$ cat src/tbsq_regs.svh
`ifndef TBSQ_REGS_SVH
`define TBSQ_REGS_SVH
`define TBSQ_CLK_MHZ        100
`define TBSQ_FSW_KHZ        550
`define TBSQ_PERIOD_CYC     (`TBSQ_CLK_MHZ * 1000 / `TBSQ_FSW_KHZ)
`define TBSQ_PHASE_CYC      (`TBSQ_PERIOD_CYC / 3)
`define TBSQ_MIN_DUTY_PCT   5
`define TBSQ_MAX_DUTY_PCT   90
`define TBSQ_MIN_ON_CYC     ((`TBSQ_PERIOD_CYC * `TBSQ_MIN_DUTY_PCT + 99) / 100)
`define TBSQ_MAX_ON_CYC     (`TBSQ_PERIOD_CYC * `TBSQ_MAX_DUTY_PCT / 100)
`define TBSQ_SS_US          1250
`define TBSQ_SS_CYC         (`TBSQ_SS_US * `TBSQ_CLK_MHZ)
`define TBSQ_REF_FULL       8'hFF
`define TBSQ_CAP_NF         470
`define TBSQ_SCALE_MILLI    2131
`define TBSQ_GOOD_US        (`TBSQ_SCALE_MILLI * `TBSQ_CAP_NF / 10)
`define TBSQ_GOOD_CYC       (`TBSQ_GOOD_US * `TBSQ_CLK_MHZ)
`endif

$ cat src/tbsq_pkg.sv
package tbsq_pkg;
  typedef enum logic [1:0] {TBSQ_OFF, TBSQ_SOFT, TBSQ_RUN} tbsq_ch_e;
  typedef enum logic [1:0] {TBSQ_PG_LOW, TBSQ_PG_TIME, TBSQ_PG_HIGH} tbsq_pg_e;
  typedef logic [7:0] tbsq_ref_t;
endpackage : tbsq_pkg

$ cat src/tbsq_sequencer.sv
`timescale 1ns/1ps
`include "tbsq_regs.svh"
module tbsq_sequencer #(
  parameter int unsigned SS_CYC   = `TBSQ_SS_CYC,
  parameter int unsigned GOOD_CYC = `TBSQ_GOOD_CYC
) (
  input  wire logic        CORE_CLK,
  input  wire logic        RST,
  input  wire logic [2:0]  CHANNEL_ENABLE_INPUTS,
  input  wire logic [2:0]  FEEDBACK_ABOVE_UPPER,
  input  wire logic [2:0]  FEEDBACK_ABOVE_LOWER,
  input  wire logic [2:0]  CURRENT_TRIP,
  input  wire logic [2:0]  CURRENT_LIMIT,
  input  wire logic [2:0]  SKIP_REQUEST,
  input  wire logic        EXTERNAL_LOGIC_SUPPLY,
  input  wire logic        SUPPLY_ABOVE_STARTUP,
  input  wire logic        PUMPED_ABOVE_STARTUP,
  input  wire logic        SUPPLY_ABOVE_SHUTDOWN,
  input  wire logic        PUMPED_ABOVE_SHUTDOWN,
  input  wire logic        SUPPLY_ABOVE_WARNING,
  input  wire logic        THERMAL_SHUTDOWN,
  input  wire logic        BIAS_GOOD,
  input  wire logic        POWER_GOOD_FLAG_IN,
  output logic             POWER_GOOD_FLAG_OUT,
  output logic             POWER_GOOD_FLAG_OE_N,
  output logic [2:0]       SWITCH_ON,
  output logic             PUMP_ENABLE,
  output logic [2:0]       SOFT_START_ACTIVE,
  output logic [23:0]      REFERENCE_LEVELS
);
  import tbsq_pkg::*;
  localparam logic [8:0] PER_CYC   = 9'(`TBSQ_PERIOD_CYC);
  localparam logic [8:0] PHASE_CYC = 9'(`TBSQ_PHASE_CYC);
  localparam logic [31:0] GOOD_LEN = 32'(GOOD_CYC);
  // Two-stage synchronisers for every asynchronous comparator input
  localparam int SYNC_W = 26;
  logic [SYNC_W-1:0] sync_a;
  logic [SYNC_W-1:0] sync_b;
  always_ff @(posedge CORE_CLK or posedge RST) begin
    if (RST) begin
      sync_a <= '0;
      sync_b <= '0;
    end else begin
      sync_a <= {CHANNEL_ENABLE_INPUTS, FEEDBACK_ABOVE_UPPER, FEEDBACK_ABOVE_LOWER,
                 CURRENT_TRIP, CURRENT_LIMIT, SKIP_REQUEST, EXTERNAL_LOGIC_SUPPLY,
                 SUPPLY_ABOVE_STARTUP, PUMPED_ABOVE_STARTUP, SUPPLY_ABOVE_SHUTDOWN,
                 PUMPED_ABOVE_SHUTDOWN, SUPPLY_ABOVE_WARNING, THERMAL_SHUTDOWN,
                 BIAS_GOOD};
      sync_b <= sync_a;
    end
  end
  logic [2:0] en_s, fb_up, fb_lo, trip_s, lim_s, skip_s;
  logic       ext_s, su_s, cpsu_s, sd_s, cpsd_s, warn_s, tsd_s, bias_s;
  assign {en_s, fb_up, fb_lo, trip_s, lim_s, skip_s, ext_s, su_s, cpsu_s,
          sd_s, cpsd_s, warn_s, tsd_s, bias_s} = sync_b;
  typedef struct packed {
    logic [8:0]  phase_cnt;
    logic [2:0]  cyc_start;
    logic        pump_on;
    logic        pumped_ok;
    tbsq_pg_e    pg;
    logic [31:0] good_cnt;
    logic        flag;
    logic [2:0]  en_seen;
    logic [2:0]  sw;
    logic [2:0]  ss;
    logic [23:0] refs;
  } tbsq_top_s;
  tbsq_top_s r, next_r;
  logic        supply_ok;
  logic        run_ok;
  logic [2:0]  ch_start;
  logic [2:0]  ch_sw;
  tbsq_ch_e    ch_st [3];
  tbsq_ref_t   ch_ref [3];
  logic [2:0]  qual_up;
  logic [2:0]  qual_lo;
  logic        any_en;
  logic        new_en;
  // Shutdown level follows logic-supply configuration
  always_comb begin
    supply_ok = ext_s ? cpsd_s : sd_s;
    run_ok = r.pumped_ok && supply_ok && bias_s && !tsd_s;
    any_en = |en_s;
    qual_up = fb_up | ~en_s;
    qual_lo = fb_lo | ~en_s;
    new_en = |(en_s & ~r.en_seen);
  end
  genvar gi;
  generate
    for (gi = 0; gi < 3; gi++) begin : g_ch
      tbsq_channel #(
        .SS_CYC        (SS_CYC)
      ) u_ch (
        .clk           (CORE_CLK),
        .rst           (RST),
        .run_ok        (run_ok),
        .enable        (en_s[gi]),
        .cycle_start   (r.cyc_start[gi]),
        .current_trip  (trip_s[gi]),
        .current_limit (lim_s[gi]),
        .skip_request  (skip_s[gi]),
        .state         (ch_st[gi]),
        .switch_on     (ch_sw[gi]),
        .reference     (ch_ref[gi]),
        .started       (ch_start[gi])
      );
    end
  endgenerate
  always_comb begin
    next_r = r;
    next_r.cyc_start = 3'b000;
    // One shared period counter, three taps a third apart
    if (r.phase_cnt >= PER_CYC - 9'h001) begin
      next_r.phase_cnt = 9'h000;
    end else begin
      next_r.phase_cnt = r.phase_cnt + 9'h001;
    end
    next_r.cyc_start[0] = (r.phase_cnt == 9'h000);
    next_r.cyc_start[1] = (r.phase_cnt == PHASE_CYC);
    next_r.cyc_start[2] = (r.phase_cnt == PHASE_CYC + PHASE_CYC);
    // Pump follows raw supply startup, soft start waits for pumped level
    if (su_s) begin
      next_r.pump_on = 1'b1;
    end else if (!supply_ok) begin
      next_r.pump_on = 1'b0;
    end
    if (r.pump_on && cpsu_s) begin
      next_r.pumped_ok = 1'b1;
    end else if (!r.pump_on || !supply_ok) begin
      next_r.pumped_ok = 1'b0;
    end
    next_r.en_seen = en_s;
    next_r.sw = ch_sw;
    for (int i = 0; i < 3; i++) begin
      next_r.ss[i] = (ch_st[i] == TBSQ_SOFT);
      next_r.refs[i*8 +: 8] = ch_ref[i];
    end
    case (r.pg)
      TBSQ_PG_LOW: begin
        next_r.flag = 1'b0;
        next_r.good_cnt = 32'h00000000;
        if (any_en && &qual_up && warn_s && run_ok) begin
          next_r.pg = TBSQ_PG_TIME;
        end
      end
      TBSQ_PG_TIME: begin
        next_r.good_cnt = r.good_cnt + 32'h00000001;
        if (!any_en || new_en || !warn_s || !run_ok || !(&qual_lo)) begin
          next_r.pg = TBSQ_PG_LOW;
        end else if (!(&qual_up) && r.good_cnt == 32'h00000000) begin
          next_r.pg = TBSQ_PG_LOW;
        end else if (r.good_cnt >= GOOD_LEN - 32'h00000001) begin
          if (&qual_lo) begin
            next_r.pg = TBSQ_PG_HIGH;
            next_r.flag = 1'b1;
          end
        end
      end
      TBSQ_PG_HIGH: begin
        // Switchers are not touched by the warning, only the flag drops
        if (!any_en) begin
          next_r.pg = TBSQ_PG_LOW;
          next_r.flag = 1'b0;
        end else if (new_en) begin
          next_r.pg = TBSQ_PG_LOW;
          next_r.flag = 1'b0;
        end else if (!(&qual_lo) || !warn_s || !run_ok) begin
          next_r.pg = TBSQ_PG_LOW;
          next_r.flag = 1'b0;
        end
      end
      default: begin
        next_r.pg = TBSQ_PG_LOW;
        next_r.flag = 1'b0;
      end
    endcase
  end
  always_ff @(posedge CORE_CLK or posedge RST) begin
    if (RST) begin
      r <= '0;
    end else begin
      r <= next_r;
    end
  end
  // Open drain: enable low drives the pin low while unqualified
  assign POWER_GOOD_FLAG_OUT  = 1'b0;
  assign POWER_GOOD_FLAG_OE_N = r.flag;
  assign SWITCH_ON         = r.sw;
  assign PUMP_ENABLE       = r.pump_on;
  assign SOFT_START_ACTIVE = r.ss;
  assign REFERENCE_LEVELS  = r.refs;
endmodule : tbsq_sequencer

$ cat src/tbsq_channel.sv
`timescale 1ns/1ps
`include "tbsq_regs.svh"
module tbsq_channel #(
  parameter int unsigned SS_CYC = `TBSQ_SS_CYC
) (
  input  wire logic               clk,
  input  wire logic               rst,
  input  wire logic               run_ok,
  input  wire logic               enable,
  input  wire logic               cycle_start,
  input  wire logic               current_trip,
  input  wire logic               current_limit,
  input  wire logic               skip_request,
  output tbsq_pkg::tbsq_ch_e      state,
  output logic                    switch_on,
  output tbsq_pkg::tbsq_ref_t     reference,
  output logic                    started
);
  import tbsq_pkg::*;
  localparam logic [8:0]  PER_CYC = 9'(`TBSQ_PERIOD_CYC);
  localparam logic [8:0]  MIN_ON  = 9'(`TBSQ_MIN_ON_CYC);
  localparam logic [8:0]  MAX_ON  = 9'(`TBSQ_MAX_ON_CYC);
  localparam logic [23:0] SS_STEP = 24'(SS_CYC / 256);
  typedef struct packed {
    tbsq_ch_e   st;
    logic       sw;
    logic [8:0] on_cnt;
    logic [23:0] ss_cnt;
    tbsq_ref_t  ref_lvl;
    logic       en_d;
    logic       start;
  } tbsq_chs_s;
  tbsq_chs_s r, next_r;
  always_comb begin
    next_r = r;
    next_r.en_d = enable;
    next_r.start = 1'b0;
    if (r.sw) begin
      next_r.on_cnt = r.on_cnt + 9'h001;
    end
    case (r.st)
      TBSQ_OFF: begin
        next_r.sw = 1'b0;
        next_r.ref_lvl = 8'h00;
        if (enable && run_ok) begin
          next_r.st = TBSQ_SOFT;
          next_r.ss_cnt = 24'h000000;
          next_r.start = 1'b1;
        end
      end
      TBSQ_SOFT, TBSQ_RUN: begin
        if (r.st == TBSQ_SOFT) begin
          next_r.ss_cnt = r.ss_cnt + 24'h000001;
          // Step on the last count so a full ramp lasts SS_CYC cycles
          if (r.ss_cnt + 24'h000001 >= SS_STEP) begin
            next_r.ss_cnt = 24'h000000;
            if (r.ref_lvl == `TBSQ_REF_FULL) begin
              next_r.st = TBSQ_RUN;
            end else begin
              next_r.ref_lvl = r.ref_lvl + 8'h01;
            end
          end
        end
        // Feedback drops never re-enter soft start, only faults or disable
        if (cycle_start && !skip_request) begin
          next_r.sw = 1'b1;
          next_r.on_cnt = 9'h000;
        end else if (r.sw && (current_limit || r.on_cnt >= MAX_ON ||
                     (current_trip && r.on_cnt >= MIN_ON))) begin
          next_r.sw = 1'b0;
        end
        if (!enable || !run_ok) begin
          next_r.st = TBSQ_OFF;
          next_r.sw = 1'b0;
          next_r.ref_lvl = 8'h00;
        end
      end
      default: begin
        next_r.st = TBSQ_OFF;
      end
    endcase
    if (r.on_cnt > PER_CYC) begin
      next_r.on_cnt = PER_CYC;
    end
  end
  always_ff @(posedge clk or posedge rst) begin
    if (rst) begin
      r <= '0;
    end else begin
      r <= next_r;
    end
  end
  assign state     = r.st;
  assign switch_on = r.sw;
  assign reference = r.ref_lvl;
  assign started   = r.start;
endmodule : tbsq_channel

$ cat config.mk
export PLATFORM = sky130hd
export DESIGN_NAME = tbsq_sequencer
export DESIGN_NICKNAME = d
export VERILOG_FILES = /design/src/tbsq_pkg.sv /design/src/tbsq_sequencer.sv /design/src/tbsq_channel.sv
export VERILOG_INCLUDE_DIRS = /design/src
export SDC_FILE = /design/constraint.sdc
export NUM_CORES = 1
export LEC_CHECK = 0
export BUFFER_PORTS_ARGS = -buffer_cell sky130_fd_sc_hd__buf_4
export CORE_ASPECT_RATIO = 0.8
export CORE_UTILIZATION = 55
export CTS_BUF_LIST = sky130_fd_sc_hd__clkbuf_16
export DETAILED_ROUTE_END_ITERATION = 16
export GPL_ROUTABILITY_DRIVEN = 1
export GPL_TIMING_DRIVEN = 0
export PLACE_DENSITY = 0.73
export SLEW_MARGIN = 20
export SYNTH_ARGS = -nofsm -noshare
export SYNTH_HDL_FRONTEND = slang
export SYNTH_SLANG_ARGS = --single-unit
$ cat constraint.sdc
create_clock -name CORE_CLK -period 10.85 [get_ports CORE_CLK]
set_clock_uncertainty 0.2 [all_clocks]
set_input_delay 2.17 -clock CORE_CLK [delete_from_list [all_inputs] [get_ports CORE_CLK]]
set_output_delay 2.17 -clock CORE_CLK [all_outputs]
set_load 0.02 [all_outputs]
# Yosys cells after proc, flatten, opt, wreduce, memory -nomap -nowiden
# Cells that the tools add are included.
# op_classes
add_sub_neg,11
order_cmp,14
n_eq_ne,43
mux,81
bitwise,5
n_reduce_logical,82
# ops
op,count
32-bit case mux with 2 select lines,4
32-bit two-way mux,6
9-bit two-way mux,13
24-bit by 1-bit adder with 24-bit output (second input constant),3
24-bit by 9-bit greater-or-equal comparator with 1-bit output (second input constant),3
24-bit two-way mux,3
8-bit two-way mux,6
2-bit two-way mux,20
9-bit by 1-bit adder with 9-bit output (second input constant),4
9-bit by 8-bit greater-or-equal comparator with 1-bit output (second input constant),4
32-bit by 1-bit adder with 32-bit output (second input constant),1
32-bit by 24-bit greater-or-equal comparator with 1-bit output (second input constant),1
32-bit zero test,1
4-bit AND reduction,7
9-bit by 4-bit greater-or-equal comparator with 1-bit output (second input constant),3
9-bit by 8-bit greater-than comparator with 1-bit output (second input constant),3
8-bit by 1-bit adder with 8-bit output (second input constant),3
8-bit equality test (second input constant),3
1-bit logical AND,20
1-bit two-way mux,18
2-bit inequality test (second input constant),9
3-bit by 1-bit inequality test with 1-bit output (second input constant),6
1-bit logical OR,16
3-bit AND reduction,5
other kinds (24),74
# word_totals
ff_bits,266
out_inout_bits,33

# Logic depth before layout (Yosys ltp)
# Gate-level depths: netlist (run 1).
# depth
depth_word,10
depth_mapped,10
depth_no_buf,10

# Modules after synthesis
# A second synthesis (run 1) with hierarchy kept.
# unflattened
cells_unflattened,1297
hier_area_um2,13352.8
# by_module_without_submodules
module,n_inst,cells_per_inst,area_each_um2
tbsq_channel (g_ch[0].u_ch ...),2,295,2785.2
tbsq_sequencer,1,409,5041.1
tbsq_channel (g_ch[2].u_ch),1,298,2741.4

# Worst setup path before layout (run 1)
# OpenSTA, ideal clock, no wires.
# synth_path
path_type,reg-to-reg
start,reg g_ch[1].u_ch.r[13] in the netlist's numbering
end,reg g_ch[1].u_ch.r (netlist bit g_ch[1].u_ch.state[1])
setup_time_ns,0.122
arrival_time_ns,2.610
required_ns,10.528
setup_slack_ns,7.918
stages_incl_launch_ff,11
n_path_buf,2
cell_sequence,dfrtp_1 clkbuf_2 nand4_4 nor4_1 mux2_2 o2bb2ai_1 nand4_1 nor3_1 buf_2 nor2_1 a32o_1
# synth_via
elab_chain_cells,4
# synth_rtl
element,line,source
"start, declared",tbsq_channel.sv:33,"tbsq_chs_s r, next_r;"
"start signal, assigned",tbsq_channel.sv:90,r <= next_r;
24-bit by 1-bit adder with 24-bit output,tbsq_channel.sv:55,if (r.ss_cnt + 24'h000001 >= SS_STEP) begin
24-bit by 9-bit greater-or-equal comparator with 1-bit output,tbsq_channel.sv:55,
3-bit by 1-bit inequality test with 1-bit output (no line),--,
4-bit AND reduction (no line),--,
# Every way passes these cells.
# A chain may end at the register's enable or synchronous reset.

# Worst setup path after layout (run 1)
# layout_path
start,reg g_ch[1].u_ch.r[10] in the netlist's numbering
end,reg g_ch[1].u_ch.r (netlist bit g_ch[1].u_ch.state[1])
# Same word-level chain as after synthesis.

==> impl_metrics.py, run 1 <==
metrics = {
    "die": {
        "start_util": 0.563,
        "die_h_um": 138,
        "die-width_um": 172,
        "fp.coreArea_um2": 22600,
        "rows": 49,
        "io-pin-count": 62,
        "dieArea_um2": 23800,
    },
    "sta": {
        "holdWs_ps": 145,
        "period_share": 0.341,
        "setup_viol": 0,
        "finalMaxSlewViolations": 0,
        "tightest_slew_ps": 994,
        "hold_viol": 0,
        "fmax_ghz": 0.270,
        "tns_ps": 0,
        "layout_min_cycle_time_ps": 3700,
        "slew_headroom": 0.333,
        "rsz0062_at_grt": "no",
    },
    "power_and_ir_drop": {
        "vdd_drop_max_uv": 103,
        "finalPower_w": 0.00216,
        "power_density_nw_per_um2": 149,
        "leakage_nw": 6.54,
    },
    "finish": {
        "antenna_cells": 0,
        "mostFrequentLayoutCells": "dfrtp_1, nand2_1, nor2_1, buf_4, nand3_1",
        "final_common_cell": "dfrtp_1",
        "multi_input_area_um2": 5550,
        "stdcell_area_um2": 14500,
        "syn_to_final_growth_pct": 13.8,
        "final_net_count": 1417,
        "finalNonFillerCells": 1678,
        "drive_gt1_frac": 0.128,
        "regArea_um2": 6660,
        "fillers": 1802,
    },
    "detailed_routing": {
        "routedWlPerCell_um": 14.7,
        "wl_mm": 24.7,
        "dr.pass1.iters": 6,
        "drc": 0,
        "detail-route-antenna-nets": 0,
        "vias": 9483,
        "drt_iter0_drc": 622,
        "viasPerCell": 5.65,
    },
    "global_route": {
        "grt_pass1_wl_mm": 42.7,
        "grt_usage": 0.217,
        "grt.overflow.total": 0,
        "first_global_vias": 8768,
        "antenna_found_initial": 0,
        "grt_max_degree": 112,
    },
    "cts": {
        "clock_sinks": 266,
        "hold_buffers": 0,
        "cts_htree_levels": 1,
        "clockRootBuffer": "clkbuf_16",
        "cts_max_path_buffers": 3,
        "clk_latency_ps": 530,
        "clk_pin_slew_ps": 60,
        "numCtsBuffers": 27,
        "cts_tree": "done",
        "cts_setup_buffers": 0,
        "postCtsResizedCells": 0,
    },
    "logic_synthesis": {
        "yosys.area.top_type": "dfrtp_1",
        "ys_ff_latch": 266,
        "ys_warn_count": 0,
        "ys_types": 78,
        "synth_cells": 1263,
        "postSynthAreaPerCell_um2": 10.1,
        "syn_area_um2": 12700,
        "yosysTopAreaCellShare": 0.522,
        "ys_async_sr_fraction": 1.00,
        "yosysSeqAreaShare": 0.522,
        "synth_edf_count": 0,
        "synthTopCellsByArea": "dfrtp_1, nand2_1, nor2_1, ha_1, nand3_1",
        "synth_ff_type": "dfrtp_1",
    },
    "place": {
        "io_buffers": 59,
        "dpl_cell_area_um2": 13600,
        "gp_congestion": 0.880,
        "hpwl_mm": 16.8,
        "dpl.cell_count": 1634,
    },
    "run_status": {
        "outcome": "completed",
    },
    "setup_path": {
        "startpoint_type": "flop",
        "critPathArrivalTime_ps": 3910,
        "endpoint_kind": "flop",
        "cp_max_fo": 10,
        "worst_ep_required_time_ps": 11060,
        "crit_type": "flop to flop",
    },
    "flow_run": {
        "max-cap-violations": 0,
    },
    "worst_hold_path": {
        "hold_class": "flop to flop",
    },
}
==> cell usage after synthesis (12+ instances only) <==
cell / count
dfrtp_1: 266
nand2_1: 117
nor2_1: 114
nand3_1: 74
o21ai_0: 57
inv_1: 46
a21oi_1: 41
xor2_1: 40
nand4_1: 38
and2_1: 33
buf_4: 31
ha_1: 31
and3_1: 28
nor3_1: 26
xnor2_1: 26
nor4_1: 23
clkbuf_1: 22
nor2b_1: 22
a31oi_1: 14
or3_1: 13
o211ai_1: 12
==> cell type report <==
class / count / share of cell area
clock inverter: 17 / 0.0124
buffer: 63 / 0.0264
multi-input combinational: 892 / 0.383
clock buffer: 27 / 0.0466
tap: 306 / 0.0264
inverter: 46 / 0.0124
timing repair buffer: 61 / 0.0343
sequential: 266 / 0.459
==> per-layer routing <==
layer | track usage | part of all wire | vias up
met5 | 0 | 0 | -
met4 | 0.0447 | 0.017 | 0
met3 | 0.0349 | 0.041 | 33
met2 | 0.320 | 0.44 | 187
met1 | 0.339 | 0.50 | 4616
li1 | - | - | 4647
==> cells by family (layout without fill, tap and decap cells) <==
| logic type | after synthesis | count (layout) | synth area share |
|---|---|---|---|
| flops | 266 | 266 | 0.522 |
| other cells | 1 | 5 | 0.000294 |
| mux | 17 | 17 | 0.0143 |
| simple gates | 554 | 554 | 0.227 |
| compound gates | 219 | 219 | 0.117 |
| fa+ha+maj | 31 | 31 | 0.0304 |
| xor+xnor | 66 | 66 | 0.0454 |
| buf+inv | 109 | 214 | 0.0436 |
==> where the power goes <==
group,switching (W),leakage (nW),internal (W)
clock,0.000370,0.433,0.000541
combinational,0.000127,2.62,0.0000677
sequential,0.0000279,3.48,0.00102
total,0.000524,6.54,0.00163
==> sequential cells by signal (all words and copies together) (netlist names), 3 cells and up <==
register and flops:
sync_a 26, g_ch.u_ch.r 99, g_ch.u_ch.reference 24, sync_b 26, r 50, g_ch.u_ch.state 6
REFERENCE_LEVELS 24, g_ch.u_ch.switch_on 3, SOFT_START_ACTIVE 3, SWITCH_ON 3
==> worst max-delay path, cell delays in order, from the launching register on <==
cell and delay, ps:
dfrtp_1 400, ha_1 270, nand2_1 170, nor2_1 310, mux2_2 380, a211oi_1 330
nand4_1 190, nor3_1 660, buf_2 340, nor2_1 90, a32o_1 250
==> worst paths after layout <==
path	from	endpoint	slack [ps]	cells past startpoint
worst max register to register	g_ch[1].u_ch.r[10]$_DFFE_PP0P_	g_ch[1].u_ch.state[1]$_DFFE_PP0P_	7150	10
worst max-delay path	g_ch[1].u_ch.r[10]$_DFFE_PP0P_	g_ch[1].u_ch.state[1]$_DFFE_PP0P_	7150	10
min in group asynchronous	RST	g_ch[0].u_ch.r[26]$_DFFE_PP0P_	1440	2
worst min register to register	sync_a[7]$_DFF_PP0_	sync_b[7]$_DFF_PP0_	150	0
max in group asynchronous	RST	sync_a[0]$_DFF_PP0_	8150	3
worst min-delay path	sync_a[7]$_DFF_PP0_	sync_b[7]$_DFF_PP0_	150	0
==> metrics by stage <==
step	util	setup slack, ps
after global routing	0.641	6880
after detailed placement	0.603	7190
after CTS	0.641	7170
final	0.641	7150
after floorplan	-	1150
after global placement	0.601	-1510
Note: power is estimated with default switching activity, not from simulation.
==> inputs of run 2 (changes only) <==
- clock period: 10.85 -> 3.6 ns (I/O delays scaled with it)
==> impl_metrics.py, run 2 (synthesized netlist as in run 1, its figures left out) <==
metrics = {
    "run_status": {
        "outcome": "completed",
    },
    "die": {
        "die_h_um": 138,
        "dieArea_um2": 23800,
        "start_util": 0.563,
        "rows": 49,
        "die-width_um": 172,
        "io-pin-count": 62,
        "fp.coreArea_um2": 22600,
    },
    "power_and_ir_drop": {
        "power_density_nw_per_um2": 445,
        "leakage_nw": 6.62,
        "vdd_drop_max_uv": 384,
    },
    "finish": {
        "mostFrequentLayoutCells": "dfrtp_1, nand2_1, nor2_1, buf_4, nand3_1",
        "antenna_cells": 0,
        "stdcell_area_um2": 14700,
        "regMostFlops": "g_ch.u_ch.r",
        "syn_to_final_growth_pct": 15.1,
        "fin_util": 0.649,
        "drive_gt1_frac": 0.137,
        "final_net_count": 1424,
        "largest_reg_flops": 99,
        "top_regs": "g_ch.u_ch.r x99, r x50",
        "final_common_cell": "dfrtp_1",
    },
    "setup_path": {
        "crit_family": "simple AND/OR/NAND/NOR gates",
        "crit_path_max_incr_delay_ps": 640,
        "path_buf_inv": 0,
        "path_cells": "nand4_4, nor4_1, xor2_1, o31ai_1, o2111ai_4, or2_4, a21oi_4, mux2_2",
        "endpoint_kind": "flop",
        "slowest_stage": "nor4_1",
        "reg2regPathDepth": 8,
        "worst_ep_required_time_ps": 3810,
        "critical_path_depth": 8,
        "startpoint_type": "flop",
        "crit_type": "flop to flop",
        "critPathArrivalTime_ps": 3620,
        "cp_max_fo": 9,
    },
    "place": {
        "hpwl_mm": 17.7,
        "io_buffers": 59,
        "pre_cts_slack_ps": -48.0,
        "dpl_cell_area_um2": 13800,
        "gp_congestion": 0.874,
    },
    "sta": {
        "tightest_slew_ps": 918,
        "setup_slack_ps": 189,
        "period_share": 0.947,
        "slew_headroom": 0.384,
        "finalMaxSlewViolations": 0,
        "rsz0062_at_grt": "no",
        "hold_viol": 0,
        "fmax_ghz": 0.293,
        "layout_min_cycle_time_ps": 3410,
        "setup_viol": 0,
    },
    "detailed_routing": {
        "vias": 9510,
        "drc": 0,
        "detail-route-antenna-nets": 0,
        "dr.pass1.iters": 6,
        "wl_mm": 25.1,
        "drt_iter0_drc": 688,
        "routedWlPerCell_um": 14.8,
        "viasPerCell": 5.63,
    },
    "cts": {
        "clk_pin_slew_ps": 60,
        "clock_sinks": 266,
        "clk_latency_ps": 530,
        "cts_htree_levels": 1,
        "cts_tree": "done",
        "clockRootBuffer": "clkbuf_16",
        "numCtsBuffers": 27,
        "cts_max_path_buffers": 3,
    },
    "global_route": {
        "grt_usage": 0.219,
        "grt.overflow.total": 0,
        "grt_max_degree": 36,
        "grt_pass1_wl_mm": 43.1,
        "antenna_found_initial": 0,
        "first_global_vias": 8794,
    },
    "flow_run": {
        "max-cap-violations": 0,
    },
    "worst_hold_path": {
        "hold_class": "input port to asynchronous set/reset pin",
    },
}
==> run 2: worst paths after layout <==
| check | start | end | slack, ps |
|---|---|---|---|
| max in group asynchronous | RST | g_ch[1].u_ch.r[33]$_DFFE_PP0P_ | 2010 |
| worst min register to register | sync_a[22]$_DFF_PP0_ | sync_b[22]$_DFF_PP0_ | 150 |
| worst max-delay path | g_ch[0].u_ch.r[15]$_DFFE_PP0P_ | g_ch[0].u_ch.reference[1]$_DFFE_PP0P_ | 190 |
| worst max register to register | g_ch[0].u_ch.r[15]$_DFFE_PP0P_ | g_ch[0].u_ch.reference[1]$_DFFE_PP0P_ | 190 |
| min in group CORE_CLK | PUMPED_ABOVE_STARTUP | sync_a[5]$_DFF_PP0_ | 90 |
| worst min-delay path | RST | g_ch[0].u_ch.r[26]$_DFFE_PP0P_ | 30 |
==> run 2: metrics by stage <==
stage / setup TNS [ps] / instances / hold slack (ps) / total power, W
floorplan: -221180 / 1267 / 131 / 0.00360
global placement: -601530 / 1632 / 132 / 0.00379
detailed placement: -91.8 / 1641 / 135 / 0.00382
CTS: 0 / 1690 / 34.2 / 0.00660
global route: 0 / 1690 / 68.1 / 0.00681
finish: 0 / 1690 / 33.8 / 0.00653
==> run 2: power by group <==
| group | internal, W | switching, W | total [W] |
|---|---|---|---|
| Sequential | 0.00309 | 0.0000827 | 0.00317 |
| Clock | 0.00164 | 0.00112 | 0.00276 |
| Combinational | 0.000219 | 0.000380 | 0.000599 |
==> run 2: what timing repair did <==
| item | 4_1_cts | 5_1_grt |
|---|---|---|
| endpoints found under the setup margin | 6 | 15 |
| buffers inserted | 0 | 0 |
| hold buffers | 0 | 0 |
| gates resized for setup | 1 | 4 |
==> run 2: layout make-up <==
class	instances	area [um^2]
plain buffers	63	383
clock buffers	27	676
clock inverters	22	203
fillers	1799	7950
inverters	46	176
multi-input cells	892	5570
flip-flops and latches	266	6660
well taps	306	383
repair buffers	68	623
==> run 2: routing by layer <==
metal	GRT usage	wire length [um]
met5	0	0
met4	0.0461	479
met3	0.0292	900
met2	0.325	11200
met1	0.343	12500
==> inputs of run 3 (changes only) <==
- CELL_PAD_IN_SITES_DETAIL_PLACEMENT: not set -> 1
- CELL_PAD_IN_SITES_GLOBAL_PLACEMENT: not set -> 1
- CORE_UTILIZATION: 55 -> 49
- PLACE_DENSITY: 0.73 -> not set
- PLACE_DENSITY_LB_ADDON: not set -> 0.1
- SETUP_SLACK_MARGIN: not set -> 0.15
==> impl_metrics.py, run 3 (synthesized netlist as in run 1, its figures left out) <==
metrics = {
    "detailed_routing": {
        "viasPerCell": 5.66,
        "routedWlPerCell_um": 17.9,
        "dr.pass1.iters": 4,
        "detail-route-antenna-nets": 0,
        "vias": 9852,
        "drt_iter0_drc": 507,
        "wl_mm": 31.2,
        "drc": 0,
    },
    "finish": {
        "antenna_cells": 0,
        "fin_util": 0.587,
        "final_net_count": 1428,
        "largest_reg_flops": 99,
        "finalNonFillerCells": 1740,
        "mostFrequentLayoutCells": "dfrtp_1, nand2_1, nor2_1, buf_4, nand3_1",
        "drive_gt1_frac": 0.148,
        "regMostFlops": "g_ch.u_ch.r",
        "top_regs": "g_ch.u_ch.r x99, r x50",
        "final_common_cell": "dfrtp_1",
        "syn_to_final_growth_pct": 17.2,
        "fillers": 2815,
    },
    "cts": {
        "cts_tree": "done",
        "clock_sinks": 266,
        "cts_max_path_buffers": 3,
        "clk_latency_ps": 540,
        "cts_htree_levels": 1,
        "clk_pin_slew_ps": 60,
        "clockRootBuffer": "clkbuf_16",
        "numCtsBuffers": 28,
    },
    "global_route": {
        "first_global_vias": 10440,
        "grt_max_degree": 36,
        "grt.overflow.total": 0,
        "grt_pass1_wl_mm": 52.8,
        "antenna_found_initial": 1,
        "grt_usage": 0.240,
    },
    "sta": {
        "fmax_ghz": 0.299,
        "setup_slack_ps": 255,
        "setup_viol": 0,
        "slew_headroom": 0.344,
        "layout_min_cycle_time_ps": 3350,
        "rsz0062_at_grt": "yes",
        "tightest_slew_ps": 978,
        "finalMaxSlewViolations": 0,
        "period_share": 0.929,
        "hold_viol": 0,
    },
    "setup_path": {
        "cp_max_fo": 7,
        "reg2reg_to": "g_ch[1].u_ch.reference[6]$_DFFE_PP0P_",
        "slowest_stage": "or4b_1",
        "crit_path_max_incr_delay_ps": 480,
        "crit_path_end": "g_ch[1].u_ch.reference[6]$_DFFE_PP0P_",
        "path_cells": "ha_1, nand2_1, or4_1, a31o_1, a221o_1, nand4_1, nor3_4, buf_4, or4b_1, and3_1",
        "worst_ep_required_time_ps": 3830,
        "endpoint_kind": "flop",
        "crit_start": "g_ch[1].u_ch.r[10]$_DFFE_PP0P_",
        "startpoint_type": "flop",
        "critPathArrivalTime_ps": 3570,
        "rrSetupSlack_ps": 250,
        "reg2regPathDepth": 10,
        "crit_type": "flop to flop",
        "r2r_start": "g_ch[1].u_ch.r[10]$_DFFE_PP0P_",
    },
    "die": {
        "start_util": 0.501,
        "dieArea_um2": 26700,
        "die_h_um": 146,
        "die-width_um": 182,
        "io-pin-count": 62,
        "fp.coreArea_um2": 25400,
        "rows": 52,
    },
    "worst_hold_path": {
        "hold_class": "input port to flop",
    },
    "power_and_ir_drop": {
        "leakage_nw": 6.71,
        "finalPower_w": 0.00685,
        "power_density_nw_per_um2": 459,
        "vdd_drop_max_uv": 378,
    },
    "place": {
        "dpl.cell_count": 1686,
        "pre_cts_slack_ps": -183,
        "io_buffers": 59,
        "gp_congestion": 0.826,
        "hpwl_mm": 21.9,
    },
    "flow_run": {
        "max-cap-violations": 0,
    },
    "run_status": {
        "outcome": "completed",
    },
}
==> run 3: metrics by stage <==
stage          instance area [um^2]  setup TNS, ps  hold WS (ps)
3_5_place_dp                  13800           -727           136
4_1_cts                       14800              0          58.2
5_1_grt                       14900              0          55.0
6_report                      14900              0          81.4
3_3_place_gp                  13600        -635300           132
2_1_floorplan                 12800        -221180           131
==> run 3: final cells by class <==
type                    instances  area [um^2]  share of cell area
plain buffers                  63          385              0.0258
clock buffers                  29          726              0.0486
clock inverters                22          239              0.0160
inverters                      46          176              0.0118
multi-input cells             892         5650               0.378
flip-flops and latches        266         6660               0.446
well taps                     351          439              0.0294
repair buffers                 71          663              0.0444
==> run 3: how the worst min path moves through the flow <==
stage | startpoint | end | slack (ps) | depth (start not counted)
2_1_floorplan | sync_a[0]$_DFF_PP0_ | sync_b[0]$_DFF_PP0_ | 130 | 0
4_1_cts | FEEDBACK_ABOVE_UPPER[1] | sync_a[21]$_DFF_PP0_ | 60 | 1
6_report | FEEDBACK_ABOVE_UPPER[1] | sync_a[21]$_DFF_PP0_ | 80 | 1
3_5_place_dp | sync_a[13]$_DFF_PP0_ | sync_b[13]$_DFF_PP0_ | 140 | 0
5_1_grt | FEEDBACK_ABOVE_UPPER[1] | sync_a[21]$_DFF_PP0_ | 60 | 1
3_3_place_gp | sync_a[6]$_DFF_PP0_ | sync_b[6]$_DFF_PP0_ | 130 | 0
==> run 3: critical path: cells and delay by family, from the launching register on <==
kind            cells  cell delay, ps
flops               1             410
buf+inv             1             180
fa+ha+maj           1             260
simple gates        6            1640
compound gates      2             550
==> run 3: per-layer routing <==
layer / track usage / wire, um
met1: 0.332 / 14700
met2: 0.405 / 15300
met3: 0.0312 / 772
met4: 0.0496 / 493
met5: 0 / 0
==> run 3: report_power, final <==
group	leakage (nW)	switching, W	internal, W	total (W)
clock network	0.475	0.00122	0.00181	0.00303
registers	3.48	0.0000849	0.00309	0.00317
logic	2.75	0.000417	0.000231	0.000648
total	6.71	0.00172	0.00513	0.00685
==> run 3: repair_timing <==
action | CTS | global route
hold buffers | 1 | 0
setup buffers | 0 | 2
endpoints found under the hold margin | 3 | 0
endpoints found under the setup margin | 23 | 43
pin swaps | 0 | 2
resized for setup | 1 | 19
